### config.mk
export PLATFORM = sky130hd
export DESIGN_NAME = fcb_cmd_config
export DESIGN_NICKNAME = d
export VERILOG_FILES = /design/src/hw/fcb_pkg.sv /design/src/hw/fcb_byte_if.sv /design/src/hw/fcb_spi_front.sv /design/src/hw/fcb_erase_policy.sv /design/src/hw/fcb_cmd_config.sv
export SDC_FILE = /design/constraint.sdc
export NUM_CORES = 1
export LEC_CHECK = 0
export BUFFER_PORTS_ARGS = -buffer_cell sky130_fd_sc_hd__buf_4
export CAP_MARGIN = 0
export CORE_ASPECT_RATIO = 0.75
export CORE_MARGIN = 2
export CORE_UTILIZATION = 32
export DETAILED_ROUTE_END_ITERATION = 7
export PLACE_DENSITY = 0.56
export SLEW_MARGIN = 20
export SYNTH_ARGS = -nofsm -noshare
export SYNTH_HDL_FRONTEND = slang
export SYNTH_HIERARCHICAL = 1
export SYNTH_SLANG_ARGS = --single-unit
### constraint.sdc
create_clock -name core_clk -period 6.65 [get_ports core_clk]
set_clock_uncertainty 0.15 [all_clocks]
set_input_delay 0 -clock core_clk [delete_from_list [all_inputs] [get_ports core_clk]]
set_output_delay 0 -clock core_clk [all_outputs]
set_load 0.02 [all_outputs]
### src/hw/fcb_pkg.sv
// Constants, opcodes, register addresses and field layout of the
// command-behaviour configuration block of a serial flash.
// Assumes a mode 0/3 SPI frame of opcode, 24-bit address and data bytes.
// Contract
// - Blank check on: erase unconditionally if sector's last erase failed
// - Last erase good: scan sector, erase on first zero, else skip erase
// - Blank check covers parameter, sector, bulk erase; off means erase now
// - Wrap bit clear: page load wraps at 256 bytes; set: 512 bytes
// - Map bit clear: 4-KB parameter sectors present; set: uniform sectors
// - Volatile map bit is read-only, follows its boot copy only
// - Opcode 30h is resume when select bit is 1, clear status when 0
// - Single-byte F0h resets only when legacy reset enable is 1
// - Sequence 66h then 99h always performs a software reset
// - Burst wrap affects main array reads only, never register or OTP
// - Any reset copies boot burst and drive setting into live copy
// - Set-burst-length command also writes the live burst register
// - Registers are read with 65h and written with 71h
// - Wrap enable is active low, for quad I/O and DDR quad I/O reads
// - Wrap length 00/01/10/11 gives 8/16/32/64 bytes length and alignment
// - Drive strength in bits 7:5, default 000, live copy adjustable
// - Boot command copy supplies reset values of live command register
package fcb_pkg;
	localparam int ADDR_BYTES = 3;
	localparam int ADDR_W = 8 * ADDR_BYTES;
	localparam logic [7:0] OP_READ_ANY = 8'h65;
	localparam logic [7:0] OP_WRITE_ANY = 8'h71;
	localparam logic [7:0] OP_SET_BURST = 8'hc0;
	localparam logic [7:0] OP_RESUME_CLEAR = 8'h30;
	localparam logic [7:0] OP_LEGACY_RESET = 8'hf0;
	localparam logic [7:0] OP_RESET_ENABLE = 8'h66;
	localparam logic [7:0] OP_RESET = 8'h99;
	localparam logic [7:0] OP_ERASE_PARAM = 8'h20;
	localparam logic [7:0] OP_ERASE_SECTOR = 8'hd8;
	localparam logic [7:0] OP_ERASE_BULK = 8'h60;
	localparam logic [ADDR_W-1:0] ADDR_CMD_BOOT = 24'h000004;
	localparam logic [ADDR_W-1:0] ADDR_BURST_BOOT = 24'h000005;
	localparam logic [ADDR_W-1:0] ADDR_CMD_LIVE = 24'h800004;
	localparam logic [ADDR_W-1:0] ADDR_BURST_LIVE = 24'h800005;
	localparam logic [7:0] CMD_CFG_MASK = 8'h3d;
	localparam logic [7:0] BURST_CFG_MASK = 8'hf3;
	localparam int BIT_BLANK_CHECK = 5;
	localparam int BIT_PAGE_WRAP = 4;
	localparam int BIT_SECTOR_MAP = 3;
	localparam int BIT_RESUME_SEL = 2;
	localparam int BIT_LEGACY_RST = 0;
	localparam int BIT_WRAP_OFF = 4;
	localparam int DRIVE_LSB = 5;
	localparam int DRIVE_W = 3;
	localparam int WRAP_LEN_W = 2;
	localparam logic [7:0] CMD_CFG_BOOT_RESET = 8'h00;
	localparam logic [7:0] BURST_CFG_BOOT_RESET = 8'h10;
	localparam logic [6:0] WRAP_BASE_BYTES = 7'h08;
	localparam int PAGE_IDX_W = 10;
	localparam int PAGE_ADDR_W = 9;
	localparam int PAGE_SMALL_W = 8;
	typedef enum logic [1:0] {
		FCB_ERASE_PARAM = 2'h0,
		FCB_ERASE_SECTOR = 2'h1,
		FCB_ERASE_BULK = 2'h2
	} fcb_erase_e;
endpackage

### src/hw/fcb_byte_if.sv
// Byte-level link between the SPI front end and the register core.
// Assumes both ends run on core_clk.
`timescale 1ns/1ps
interface fcb_byte_if;
	logic rxValid;
	logic [7:0] rxByte;
	logic frameEnd;
	logic txLoad;
	logic [7:0] txByte;
	modport fe(output rxValid, output rxByte, output frameEnd,
		input txLoad, input txByte);
	modport core(input rxValid, input rxByte, input frameEnd,
		output txLoad, output txByte);
endinterface

### src/hw/fcb_spi_front.sv
// SPI mode 0 front end: samples pins on core_clk, assembles bytes.
// Assumes the SPI clock runs at most an eighth of core_clk.
`timescale 1ns/1ps
module fcb_spi_front (
	input wire logic core_clk,
	input wire logic srst,
	input wire logic spiSck,
	input wire logic spiCsN,
	input wire logic spiSi,
	output logic spiSo,
	output logic spiSoOe,
	fcb_byte_if.fe bus
);
	import fcb_pkg::*;
	logic [2:0] sync1;
	logic [2:0] sync2;
	logic sckPrev;
	logic csNPrev;
	logic [2:0] bitCnt;
	logic [7:0] rxShift;
	logic [7:0] txShift;
	wire sckS = sync2[0];
	wire csNS = sync2[1];
	wire siS = sync2[2];
	wire sckRise = sckS & ~sckPrev & ~csNS;
	wire sckFall = ~sckS & sckPrev & ~csNS;
	wire [7:0] rxNext = {rxShift[6:0], siS};

	always_ff @(posedge core_clk) begin
		sync1 <= {spiSi, spiCsN, spiSck};
		sync2 <= sync1;
	end

	always_ff @(posedge core_clk) begin
		if (srst) begin
			sckPrev <= 1'b0;
			csNPrev <= 1'b1;
			bitCnt <= 3'h0;
			rxShift <= 8'h00;
			bus.rxValid <= 1'b0;
			bus.rxByte <= 8'h00;
			bus.frameEnd <= 1'b0;
		end else begin
			sckPrev <= sckS;
			csNPrev <= csNS;
			bus.frameEnd <= csNS & ~csNPrev;
			bus.rxValid <= sckRise && bitCnt == 3'h7;
			if (csNS) begin
				bitCnt <= 3'h0;
			end else if (sckRise) begin
				bitCnt <= bitCnt + 3'h1;
				rxShift <= rxNext;
				if (bitCnt == 3'h7) begin
					bus.rxByte <= rxNext;
				end
			end
		end
	end

	// Load lands between a rising edge and the next falling edge
	always_ff @(posedge core_clk) begin
		if (srst) begin
			txShift <= 8'h00;
			spiSo <= 1'b0;
			spiSoOe <= 1'b0;
		end else if (csNS) begin
			spiSoOe <= 1'b0;
		end else if (bus.txLoad) begin
			txShift <= bus.txByte;
			spiSoOe <= 1'b1;
		end else if (sckFall) begin
			spiSo <= txShift[7];
			txShift <= {txShift[6:0], 1'b0};
		end
	end
endmodule // fcb_spi_front

### src/hw/fcb_erase_policy.sv
// Decides per erase request whether to erase, scan first, or skip.
// Assumes the erase engine reports the previous erase result and scans.
`timescale 1ns/1ps
module fcb_erase_policy (
	input wire logic core_clk,
	input wire logic srst,
	input wire logic eraseReq,
	input wire logic blankCheckOn,
	input wire logic prevEraseOk,
	input wire logic scanZeroFound,
	input wire logic scanDone,
	output logic scanReq,
	output logic eraseStart,
	output logic eraseSkip
);
	import fcb_pkg::*;
	typedef enum logic [1:0] {
		FCB_EP_IDLE = 2'b01,
		FCB_EP_SCAN = 2'b10
	} fcb_ep_e;
	fcb_ep_e state;
	fcb_ep_e next_state;
	wire directErase = ~blankCheckOn | ~prevEraseOk;

	always_comb begin
		next_state = state;
		unique case (state)
			FCB_EP_IDLE: begin
				if (eraseReq && !directErase) next_state = FCB_EP_SCAN;
			end
			FCB_EP_SCAN: begin
				if (scanZeroFound || scanDone) next_state = FCB_EP_IDLE;
			end
			default: next_state = FCB_EP_IDLE;
		endcase
	end

	always_ff @(posedge core_clk) begin
		if (srst) begin
			state <= FCB_EP_IDLE;
			eraseStart <= 1'b0;
			eraseSkip <= 1'b0;
		end else begin
			state <= next_state;
			eraseStart <= (state == FCB_EP_IDLE && eraseReq && directErase)
				|| (state == FCB_EP_SCAN && scanZeroFound);
			eraseSkip <= state == FCB_EP_SCAN && !scanZeroFound
				&& scanDone;
		end
	end

	assign scanReq = state == FCB_EP_SCAN;
endmodule // fcb_erase_policy

### src/hw/fcb_cmd_config.sv
// Command-behaviour and burst/drive configuration of a serial flash.
// Assumes SPI pins from the host and an erase engine and read path on
// core_clk that consume the decoded settings.
`timescale 1ns/1ps
module fcb_cmd_config (
	input wire logic core_clk,
	input wire logic srst,
	input wire logic spiSck,
	input wire logic spiCsN,
	input wire logic spiSi,
	output logic spiSo,
	output logic spiSoOe,
	input wire logic hwResetReq,
	input wire logic prevEraseOk,
	input wire logic scanZeroFound,
	input wire logic scanDone,
	output logic scanReq,
	output logic eraseStart,
	output logic eraseSkip,
	output fcb_pkg::fcb_erase_e eraseKind,
	output logic [fcb_pkg::ADDR_W-1:0] eraseAddr,
	output logic resumeCmd,
	output logic clearStatusCmd,
	output logic softResetPulse,
	input wire logic [fcb_pkg::PAGE_IDX_W-1:0] progByteIndex,
	output logic [fcb_pkg::PAGE_ADDR_W-1:0] progBufAddr,
	output logic paramSectorsPresent,
	input wire logic readMainArray,
	input wire logic readQuadIo,
	output logic wrapActive,
	output logic [6:0] wrapBytes,
	output logic [fcb_pkg::DRIVE_W-1:0] driveStrength
);
	import fcb_pkg::*;

	typedef enum logic [4:0] {
		FCB_ST_OPCODE = 5'b00001,
		FCB_ST_ADDR = 5'b00010,
		FCB_ST_DATA = 5'b00100,
		FCB_ST_READ = 5'b01000,
		FCB_ST_SKIP = 5'b10000
	} fcb_state_e;

	fcb_byte_if byteBus();

	fcb_state_e state;
	fcb_state_e next_state;
	logic [7:0] opcode;
	logic [ADDR_W-1:0] addrSr;
	logic [1:0] addrCnt;
	logic cmdComplete;
	logic resetArmed;
	logic eraseReq;
	logic hwSync1;
	logic hwSync2;
	logic [7:0] command_config_boot_copy;
	logic [7:0] command_config_volatile;
	logic [7:0] burst_drive_config_boot;
	logic [7:0] burst_drive_config_live;

	function automatic logic [7:0] regRead(
		input logic [ADDR_W-1:0] a,
		input logic [7:0] cmdBoot,
		input logic [7:0] cmdLive,
		input logic [7:0] burstBoot,
		input logic [7:0] burstLive
	);
		logic [7:0] r;
		r = 8'h00;
		if (a == ADDR_CMD_BOOT) r = cmdBoot & CMD_CFG_MASK;
		if (a == ADDR_CMD_LIVE) r = cmdLive & CMD_CFG_MASK;
		if (a == ADDR_BURST_BOOT) r = burstBoot & BURST_CFG_MASK;
		if (a == ADDR_BURST_LIVE) r = burstLive & BURST_CFG_MASK;
		return r;
	endfunction

	function automatic logic isAddrOp(input logic [7:0] op);
		return op == OP_READ_ANY || op == OP_WRITE_ANY
			|| op == OP_ERASE_PARAM || op == OP_ERASE_SECTOR;
	endfunction

	fcb_spi_front uFront (
		.core_clk(core_clk),
		.srst(srst),
		.spiSck(spiSck),
		.spiCsN(spiCsN),
		.spiSi(spiSi),
		.spiSo(spiSo),
		.spiSoOe(spiSoOe),
		.bus(byteBus.fe)
	);

	// Decoding of the received byte stream
	wire byteIn = byteBus.rxValid;
	wire [7:0] rxByte = byteBus.rxByte;
	wire [ADDR_W-1:0] fullAddr = {addrSr[ADDR_W-9:0], rxByte};
	wire lastAddr = state == FCB_ST_ADDR && byteIn
		&& addrCnt == 2'(ADDR_BYTES - 1);
	wire opHasAddr = isAddrOp(rxByte);
	wire opOneByte = rxByte == OP_RESUME_CLEAR || rxByte == OP_LEGACY_RESET
		|| rxByte == OP_RESET_ENABLE || rxByte == OP_RESET
		|| rxByte == OP_ERASE_BULK;
	wire [ADDR_W-1:0] readAddr = state == FCB_ST_READ ? addrSr : fullAddr;
	wire dataWrite = state == FCB_ST_DATA && byteIn;
	wire wrAny = dataWrite && opcode == OP_WRITE_ANY;
	wire wrCmdBoot = wrAny && addrSr == ADDR_CMD_BOOT;
	wire wrCmdLive = wrAny && addrSr == ADDR_CMD_LIVE;
	wire wrBurstBoot = wrAny && addrSr == ADDR_BURST_BOOT;
	wire wrBurstLive = (wrAny && addrSr == ADDR_BURST_LIVE)
		|| (dataWrite && opcode == OP_SET_BURST);
	wire frameEnd = byteBus.frameEnd;
	wire doSoftReset = frameEnd && cmdComplete
		&& ((opcode == OP_RESET && resetArmed)
		|| (opcode == OP_LEGACY_RESET
		&& command_config_volatile[BIT_LEGACY_RST]));
	wire reloadLive = doSoftReset || hwSync2;
	wire sectorMapBit = command_config_boot_copy[BIT_SECTOR_MAP];
	wire [7:0] mapBitMask = 8'(1 << BIT_SECTOR_MAP);
	wire [7:0] cmdWritable = CMD_CFG_MASK & ~mapBitMask;
	wire [WRAP_LEN_W-1:0] wrapCode = burst_drive_config_live[WRAP_LEN_W-1:0];
	wire wrapEnabled = ~burst_drive_config_live[BIT_WRAP_OFF];

	// Register read data goes out on the next falling SPI clock edge
	assign byteBus.txLoad = (lastAddr && opcode == OP_READ_ANY)
		|| (state == FCB_ST_READ && byteIn);
	assign byteBus.txByte = regRead(readAddr, command_config_boot_copy,
		command_config_volatile, burst_drive_config_boot,
		burst_drive_config_live);

	always_comb begin
		next_state = state;
		unique case (state)
			FCB_ST_OPCODE: begin
				if (byteIn) begin
					if (opHasAddr) next_state = FCB_ST_ADDR;
					else if (rxByte == OP_SET_BURST) next_state = FCB_ST_DATA;
					else next_state = FCB_ST_SKIP;
				end
			end
			FCB_ST_ADDR: begin
				if (lastAddr) begin
					if (opcode == OP_READ_ANY) next_state = FCB_ST_READ;
					else if (opcode == OP_WRITE_ANY) next_state = FCB_ST_DATA;
					else next_state = FCB_ST_SKIP;
				end
			end
			FCB_ST_DATA: begin
				if (byteIn) next_state = FCB_ST_SKIP;
			end
			FCB_ST_READ: next_state = FCB_ST_READ;
			FCB_ST_SKIP: next_state = FCB_ST_SKIP;
			default: next_state = FCB_ST_OPCODE;
		endcase
		if (frameEnd) next_state = FCB_ST_OPCODE;
	end

	// Hardware reset request is a pin: two stages before use
	always_ff @(posedge core_clk) begin
		hwSync1 <= hwResetReq;
		hwSync2 <= hwSync1;
	end

	always_ff @(posedge core_clk) begin
		if (srst) begin
			state <= FCB_ST_OPCODE;
			opcode <= 8'h00;
			addrSr <= '0;
			addrCnt <= 2'h0;
			cmdComplete <= 1'b0;
		end else begin
			state <= next_state;
			if (frameEnd) begin
				addrCnt <= 2'h0;
				cmdComplete <= 1'b0;
			end else if (state == FCB_ST_OPCODE && byteIn) begin
				opcode <= rxByte;
				cmdComplete <= opOneByte;
			end else if (state == FCB_ST_ADDR && byteIn) begin
				addrSr <= fullAddr;
				addrCnt <= addrCnt + 2'h1;
				cmdComplete <= lastAddr;
			end else if (byteIn && state != FCB_ST_READ) begin
				// Extra bytes spoil one-byte commands
				cmdComplete <= 1'b0;
			end
		end
	end

	// Frame-level actions fire when chip select rises on a whole command
	always_ff @(posedge core_clk) begin
		if (srst) begin
			resetArmed <= 1'b0;
			resumeCmd <= 1'b0;
			clearStatusCmd <= 1'b0;
			softResetPulse <= 1'b0;
			eraseReq <= 1'b0;
			eraseKind <= FCB_ERASE_SECTOR;
			eraseAddr <= '0;
		end else begin
			resumeCmd <= 1'b0;
			clearStatusCmd <= 1'b0;
			eraseReq <= 1'b0;
			softResetPulse <= doSoftReset;
			if (frameEnd) begin
				resetArmed <= cmdComplete && opcode == OP_RESET_ENABLE;
				if (cmdComplete && opcode == OP_RESUME_CLEAR) begin
					resumeCmd <= command_config_volatile[BIT_RESUME_SEL];
					clearStatusCmd <= ~command_config_volatile[BIT_RESUME_SEL];
				end
				if (cmdComplete && (opcode == OP_ERASE_PARAM
					|| opcode == OP_ERASE_SECTOR
					|| opcode == OP_ERASE_BULK)) begin
					eraseReq <= 1'b1;
					eraseAddr <= opcode == OP_ERASE_BULK ? '0 : addrSr;
					if (opcode == OP_ERASE_PARAM) eraseKind <= FCB_ERASE_PARAM;
					else if (opcode == OP_ERASE_BULK) eraseKind <= FCB_ERASE_BULK;
					else eraseKind <= FCB_ERASE_SECTOR;
				end
			end
		end
	end

	// Boot copies stand in for non-volatile cells; srst is power-on
	always_ff @(posedge core_clk) begin
		if (srst) begin
			command_config_boot_copy <= CMD_CFG_BOOT_RESET;
			burst_drive_config_boot <= BURST_CFG_BOOT_RESET;
		end else begin
			if (wrCmdBoot) begin
				command_config_boot_copy <= rxByte & CMD_CFG_MASK;
			end
			if (wrBurstBoot) begin
				burst_drive_config_boot <= rxByte & BURST_CFG_MASK;
			end
		end
	end

	always_ff @(posedge core_clk) begin
		if (srst) begin
			command_config_volatile <= CMD_CFG_BOOT_RESET;
			burst_drive_config_live <= BURST_CFG_BOOT_RESET;
		end else if (reloadLive) begin
			command_config_volatile <= command_config_boot_copy;
			burst_drive_config_live <= burst_drive_config_boot;
		end else begin
			if (wrCmdLive) begin
				// Map bit is kept; host data for it is dropped
				command_config_volatile <= (rxByte & cmdWritable)
					| (command_config_volatile & mapBitMask);
			end else if (wrCmdBoot) begin
				command_config_volatile[BIT_SECTOR_MAP] <=
					rxByte[BIT_SECTOR_MAP];
			end
			if (wrBurstLive) begin
				burst_drive_config_live <= rxByte & BURST_CFG_MASK;
			end
		end
	end

	// Settings handed to the program, erase and read paths
	always_ff @(posedge core_clk) begin
		if (srst) begin
			progBufAddr <= '0;
			wrapActive <= 1'b0;
			wrapBytes <= WRAP_BASE_BYTES;
		end else begin
			if (command_config_volatile[BIT_PAGE_WRAP]) begin
				progBufAddr <= progByteIndex[PAGE_ADDR_W-1:0];
			end else begin
				progBufAddr <= {1'b0, progByteIndex[PAGE_SMALL_W-1:0]};
			end
			wrapActive <= wrapEnabled && readMainArray
				&& readQuadIo;
			wrapBytes <= WRAP_BASE_BYTES << wrapCode;
		end
	end

	assign paramSectorsPresent =
		~command_config_volatile[BIT_SECTOR_MAP];
	assign driveStrength =
		burst_drive_config_live[DRIVE_LSB +: DRIVE_W];

	fcb_erase_policy uErase (
		.core_clk(core_clk),
		.srst(srst),
		.eraseReq(eraseReq),
		.blankCheckOn(command_config_volatile[BIT_BLANK_CHECK]),
		.prevEraseOk(prevEraseOk),
		.scanZeroFound(scanZeroFound),
		.scanDone(scanDone),
		.scanReq(scanReq),
		.eraseStart(eraseStart),
		.eraseSkip(eraseSkip)
	);
endmodule // fcb_cmd_config

---- Yosys cells after proc, flatten, opt, wreduce, memory -nomap -nowiden ----
Cells that the tools add are included.
cells by class
  $add $sub $neg .......................... 2
  eq/ne operators ......................... 43
  shift-type cells ........................ 1
  multiplexer cells ....................... 32
  bitwise gates (word level) .............. 21
  reductions and logical operators ........ 66
operator list
  cell                    number
  $eq A24 B24 Y1 const B  4
  $eq A24 B3 Y1 const B   4
  $eq A8 B7 Y1 const B    8
  $eq A8 B8 Y1 const B    8
  $mux W24                2
  $mux W8                 6
  $mux W5                 7
  $eq A8 B6 Y1 const B    4
  $logic_and A1 B1 Y1     29
  $pmux W5 S5             1
  $mux W6                 3
  $logic_or A1 B1 Y1      15
  $not A1 Y1              14
  $reduce_and A2 Y1       6
  $reduce_and A3 Y1       4
  $mux W2                 5
  $ne A2 B1 Y1 const B    4
  $reduce_or A2 Y1        4
  $shl A4 B2 Y7 const A   1
  $mux W1                 6
  $or A6 B4 Y6            1
  $reduce_bool A2 Y1      3
  $reduce_bool A3 Y1      2
  $and A1 B1 Y1           5
  17 further kinds        19
storage, ports and cells
  register bits ........................... 157
  bits of input ports ..................... 21
  output and inout bits ................... 55
  word-level logic and storage cells ...... 203

---- Longest topological paths before layout ----
  depth in word-level cells ............... 8
  mapped depth ............................ 11
  gate-level depth less buffers ........... 9

---- Cells and area by module ----
The synthesis kept the hierarchy.
by module, submodules not included
  module            instances  cells an instance  area an instance (um^2)  seq. area each (um^2)
  fcb_cmd_config    1          522                4755.8                   2182.1
  fcb_spi_front     1          141                1433.9                   760.7
  fcb_erase_policy  1          14                 173.9                    80.1

---- Worst setup path before layout ----
OpenSTA, ideal clock, no wires.
  path kind ............................... reg2reg
  start ................................... register state[4] (netlist name)
  end ..................................... register uFront.txShift[5]
  setup time .............................. 0.134 ns
  arrival time ............................ 2.511 ns
  data required time ...................... 6.366 ns
  setup slack ............................. 3.855 ns
  cell stages (with the launch flop) ...... 11
  path buffers ............................ 2
  clock period less this slack ............ 2.795 ns
  path through ............................ dfxtp_1 buf_2 nor3_1 and3b_1 mux2i_1 clkbuf_1 mux2i_1 o22ai_1 mux2_2 a211oi_1 a211oi_1
RTL lines
  element               line                 text
  end signal, assigned  fcb_spi_front.sv:69  txShift <= bus.txByte;
  end signal, assigned  fcb_spi_front.sv:73  txShift <= {txShift[6:0], 1'b0};
  end, declared         fcb_spi_front.sv:21  logic [7:0] txShift;

---- Worst setup path after layout ----
  start ................................... register opcode[5]
  end ..................................... register eraseAddr[9] (netlist bit)
on the way
  word-level cells in the longest chain between the ends .. 5
  elaborated cells between the ends (all ways) .. 8
  classes of those cells .................. 3 x eq/ne; 1 x mux; 4 x reduce/logical
RTL lines
  element                                              line                                          text
  start, declared                                      fcb_cmd_config.sv:48                          logic [7:0] opcode;
  start signal, assigned                               fcb_cmd_config.sv:176                         opcode <= rxByte;
  $eq A8 B6 Y1 / $eq A8 B8 Y1 (equally long branches)  fcb_cmd_config.sv:210, fcb_cmd_config.sv:211
  $logic_or A1 B1 Y1                                   fcb_cmd_config.sv:211                         || opcode == OP_ERASE_SECTOR
  $logic_or A1 B1 Y1                                   fcb_cmd_config.sv:212                         || opcode == OP_ERASE_BULK)) begin
  $logic_and A1 B1 Y1                                  fcb_cmd_config.sv:210                         if (cmdComplete && (opcode == OP_ERASE_PARAM
  $reduce_and A2 Y1 (no line)                          -
  end signal, assigned                                 fcb_cmd_config.sv:214                         eraseAddr <= opcode == OP_ERASE_BULK ? '0 : addrSr;
  end, declared                                        fcb_cmd_config.sv:21                          output logic [fcb_pkg::ADDR_W-1:0] eraseAddr,
Parallel ways exist; a longest one is shown, timed or not.
A chain may end at the register's enable or synchronous reset.

==> qor.txt <==
Status = complete, no violations
Tmin final = 2.92 ns
Number of global-route vias before repair = 4718
Total die area = 21000 sq um
Setup Crit Path Kind = flip-flop to flip-flop
Core ar. = 19400 sq um
Main synth FF type = dfxtp_1
Final hold violations = 0
Total CTS buffers = 17
DR vias = 5069
Critical path launch point type = flip-flop
Tcrit/Tclk final = 43.9%
Chip width = 167 microns
Share of layout cells above drive strength 1 = 18.5%
Total wire length = 15.6 mm
Max-slew violation count = 0
Worst reg2reg path endpoint = eraseAddr[9]
Initial antenna violation count = 0
DRT Pass-1 Iters = 5
Final GP Congestion = 0.828
Root Driver = clkbuf_16
RSZ-0062 raised after global routing = false
Seq/Total Area, Yosys = 47.5%
Area delta synth->final = 24.6%
Antenna diode count = 0
CP Capture Type = flip-flop
Total power draw = 2.05 mW
Pwr dens = 259 nW/um^2
FF-to-FF path depth = 6
Post-Syn Area = 6360 sq um
Hold_ws = 0.0714 ns
Largest net degree at the start of global routing = 68
CTS clk-pin slew, worst paths = 0.07 ns
Die height = 126 microns
FF-to-FF setup slack = 3.73 ns
Clk Latency, worst-skew pair = 0.42 ns
R2R Path Start = opcode[5]
Slew headroom = 39.9%
Min-Delay Endpoint = uFront/sync1[0]
Number of port buffers = 71
GR Util All Layers = 15.0%
IO Count = 76
Critical Path AT = 3.12 ns
Total gr overflow = 0
Htree depth = 4
Nets = 777
First-pass GRT wire length = 25.5 mm
Vias per inst = 4.97
ANT nets after route = 0
CP Data Required Time = 6.85 ns
Num rows = 44
Initial drt markers = 398
CTS tree = yes
Max Clock Freq = 342 MHz
P_leak = 3.22 nW
Max Cap Viol = 0
Post-synth EDFFs = 0
Cell count of the worst hold path = 2
Fin cells = 1019
Avg Synthesized Cell Area = 9.40 sq um
Crit Path Max Fanout = 25
Worst vdd ir = 0.000120 V
HPWL Detailed = 10.5 mm
Least-Margin Pin Slew = 0.894 ns
Sum Neg Setup Slack = 0 ns
Placed Cells = 958
WL/cell = 15.3 microns
Residual DRC count = 0
Post-Route Utilization = 40.8%
Synth cell types = 65
Post-Syn Instances = 677
Initial Utilization = 32.7%
Synthesized flop and latch total = 151
Synth async-reset ratio = 0%
Clock sinks = 151
Final setup viols = 0
Postcts setup bufs = 0
CTS-repair resized insts = 0
Worst hold start = spiSck
Longest Clk Path Bufs = 2
Worst hold path type = primary input to flip-flop
Synth warnings = 6
-- cell families (layout without fill, tap and decap cells) --
logic type                 Yosys count  count (layout)  share of synthesized area [%]
buffers and inverters               76             163                           5.41
DFF                                151             151                           47.5
xor gates and xnor gates             5               5                          0.688
and+or+nand+nor                    255             255                           21.3
muxes                               78              78                           12.4
AOI/OAI and AO/OA                  108             108                           12.0
adders and majority gates            3               3                          0.590
other                                1               3                         0.0589
-- cells in the mapped netlist, drive strengths merged (4+ instances only) --
cell / instances / area share (%)
inv: 22 / 1.3
nand4b: 5 / 0.69
a211oi: 20 / 2.4
a21oi: 26 / 2.0
clkbuf: 32 / 1.9
nor2b: 17 / 1.7
nand4: 4 / 0.39
a221oi: 5 / 0.69
mux2: 9 / 1.6
o21ai: 6 / 0.47
or4: 5 / 0.71
nand3: 4 / 0.31
nor3b: 4 / 0.47
nor2: 112 / 6.6
nor4b: 8 / 1.2
nor3: 17 / 1.3
nor4: 11 / 1.3
nand2b: 10 / 1.1
mux2i: 69 / 11
dfxtp: 151 / 48
buf: 22 / 2.2
a22oi: 25 / 2.9
or2: 7 / 0.69
nand2: 31 / 1.8
-- cell usage in the layout, fill, tap and decap left out, types with 3 or more instances in the layout --
cell type      count
a211o_1            3
a211oi_1          20
a21boi_0           3
a21oi_1           25
a221oi_1           5
a22oi_1           25
and3b_1            3
buf_4             80
clkbuf_16         17
conb_1             3
dfxtp_1          151
dlygate4sd3_1     29
ha_1               3
inv_1             21
inv_6              7
inv_8              3
mux2_2             9
mux2i_1           69
nand2_1           31
nand2b_1           9
nand3_1            4
nand3b_1           3
nand4_1            4
nand4b_1           5
nand4bb_1          3
nor2_1           112
nor2b_1           17
nor3_1            16
nor3b_1            4
nor4_1            10
nor4b_1            7
o21ai_0            6
o22ai_1            3
or2_2              7
or4_1              3
xnor2_1            3
-- registers in the layout, indices dropped and copies added, names as in the netlist, 2 cells and up --
signal,count
uFront/rxShift,7
opcode,8
addrCnt,2
addrSr,24
uFront/txShift,8
eraseAddr,24
command_config_volatile,5
command_config_boot_copy,5
uFront/bitCnt,3
state,5
burst_drive_config_live,6
uFront/sync2,3
wrapBytes,4
uFront/sync1,3
uErase/state,2
eraseKind,2
burst_drive_config_boot,6
uFront/bus.rxByte,8
progBufAddr,9
-- worst max path at each step --
stage | from | to | slack (ns)
after floorplan | state[4] | uFront/txShift[5] | 3.86
after global placement | opcode[0] | eraseAddr[16] | 3.65
after detailed placement | opcode[0] | eraseAddr[22] | 3.72
after CTS | opcode[0] | eraseAddr[6] | 3.70
after global routing | opcode[5] | eraseAddr[6] | 3.48
final | opcode[5] | eraseAddr[9] | 3.73
-- critical path: stages (launching register included) --
cell and delay [ns]:
dfxtp_1 0.42, or4b_1 0.51, nor4_1 0.70, o21bai_2 0.19
a21oi_4 0.59, a22oi_1 0.14, nor2_1 0.13
-- layout make-up --
type | count | area [sq um]
timing repair buffer | 109 | 891
multi-input combinational | 452 | 3020
sequential | 151 | 3020
clock buffer | 18 | 439
tap | 253 | 317
clock inverter | 14 | 150
inverter | 22 | 82.6
fill | 1928 | 11500
-- power by group --
part           switching, mW  internal (mW)  total [mW]
clock                  0.416          0.542       0.958
sequential            0.0236          0.922       0.946
combinational         0.0780         0.0689       0.147
total                  0.518           1.53        2.05
-- per-stage QoR --
stage | cell area (sq um) | worst slack [ns]
after floorplan | 6370 | 3.86
final | 7930 | 3.73
after global routing | 7930 | 3.48
after detailed placement | 7050 | 3.72
after CTS | 7930 | 3.70
after global placement | 7040 | 3.65
-- layer usage --
metal / vias up / share of wire (%) / global-route usage [%] / routed length, microns
li1: 2546 / - / - / -
met1: 2385 / 54 / 23.6 / 8450
met2: 128 / 40 / 20.0 / 6270
met3: 10 / 4.8 / 3.65 / 752
met4: 0 / 0.75 / 3.75 / 117
met5: - / 0 / 0 / 0
-- what timing repair did --
action	in CTS	in global routing
endpoints found under the setup margin	0	0
hold buffers	29	0
hold endpoints to repair	48	0
(Power assumes the default switching activity.)
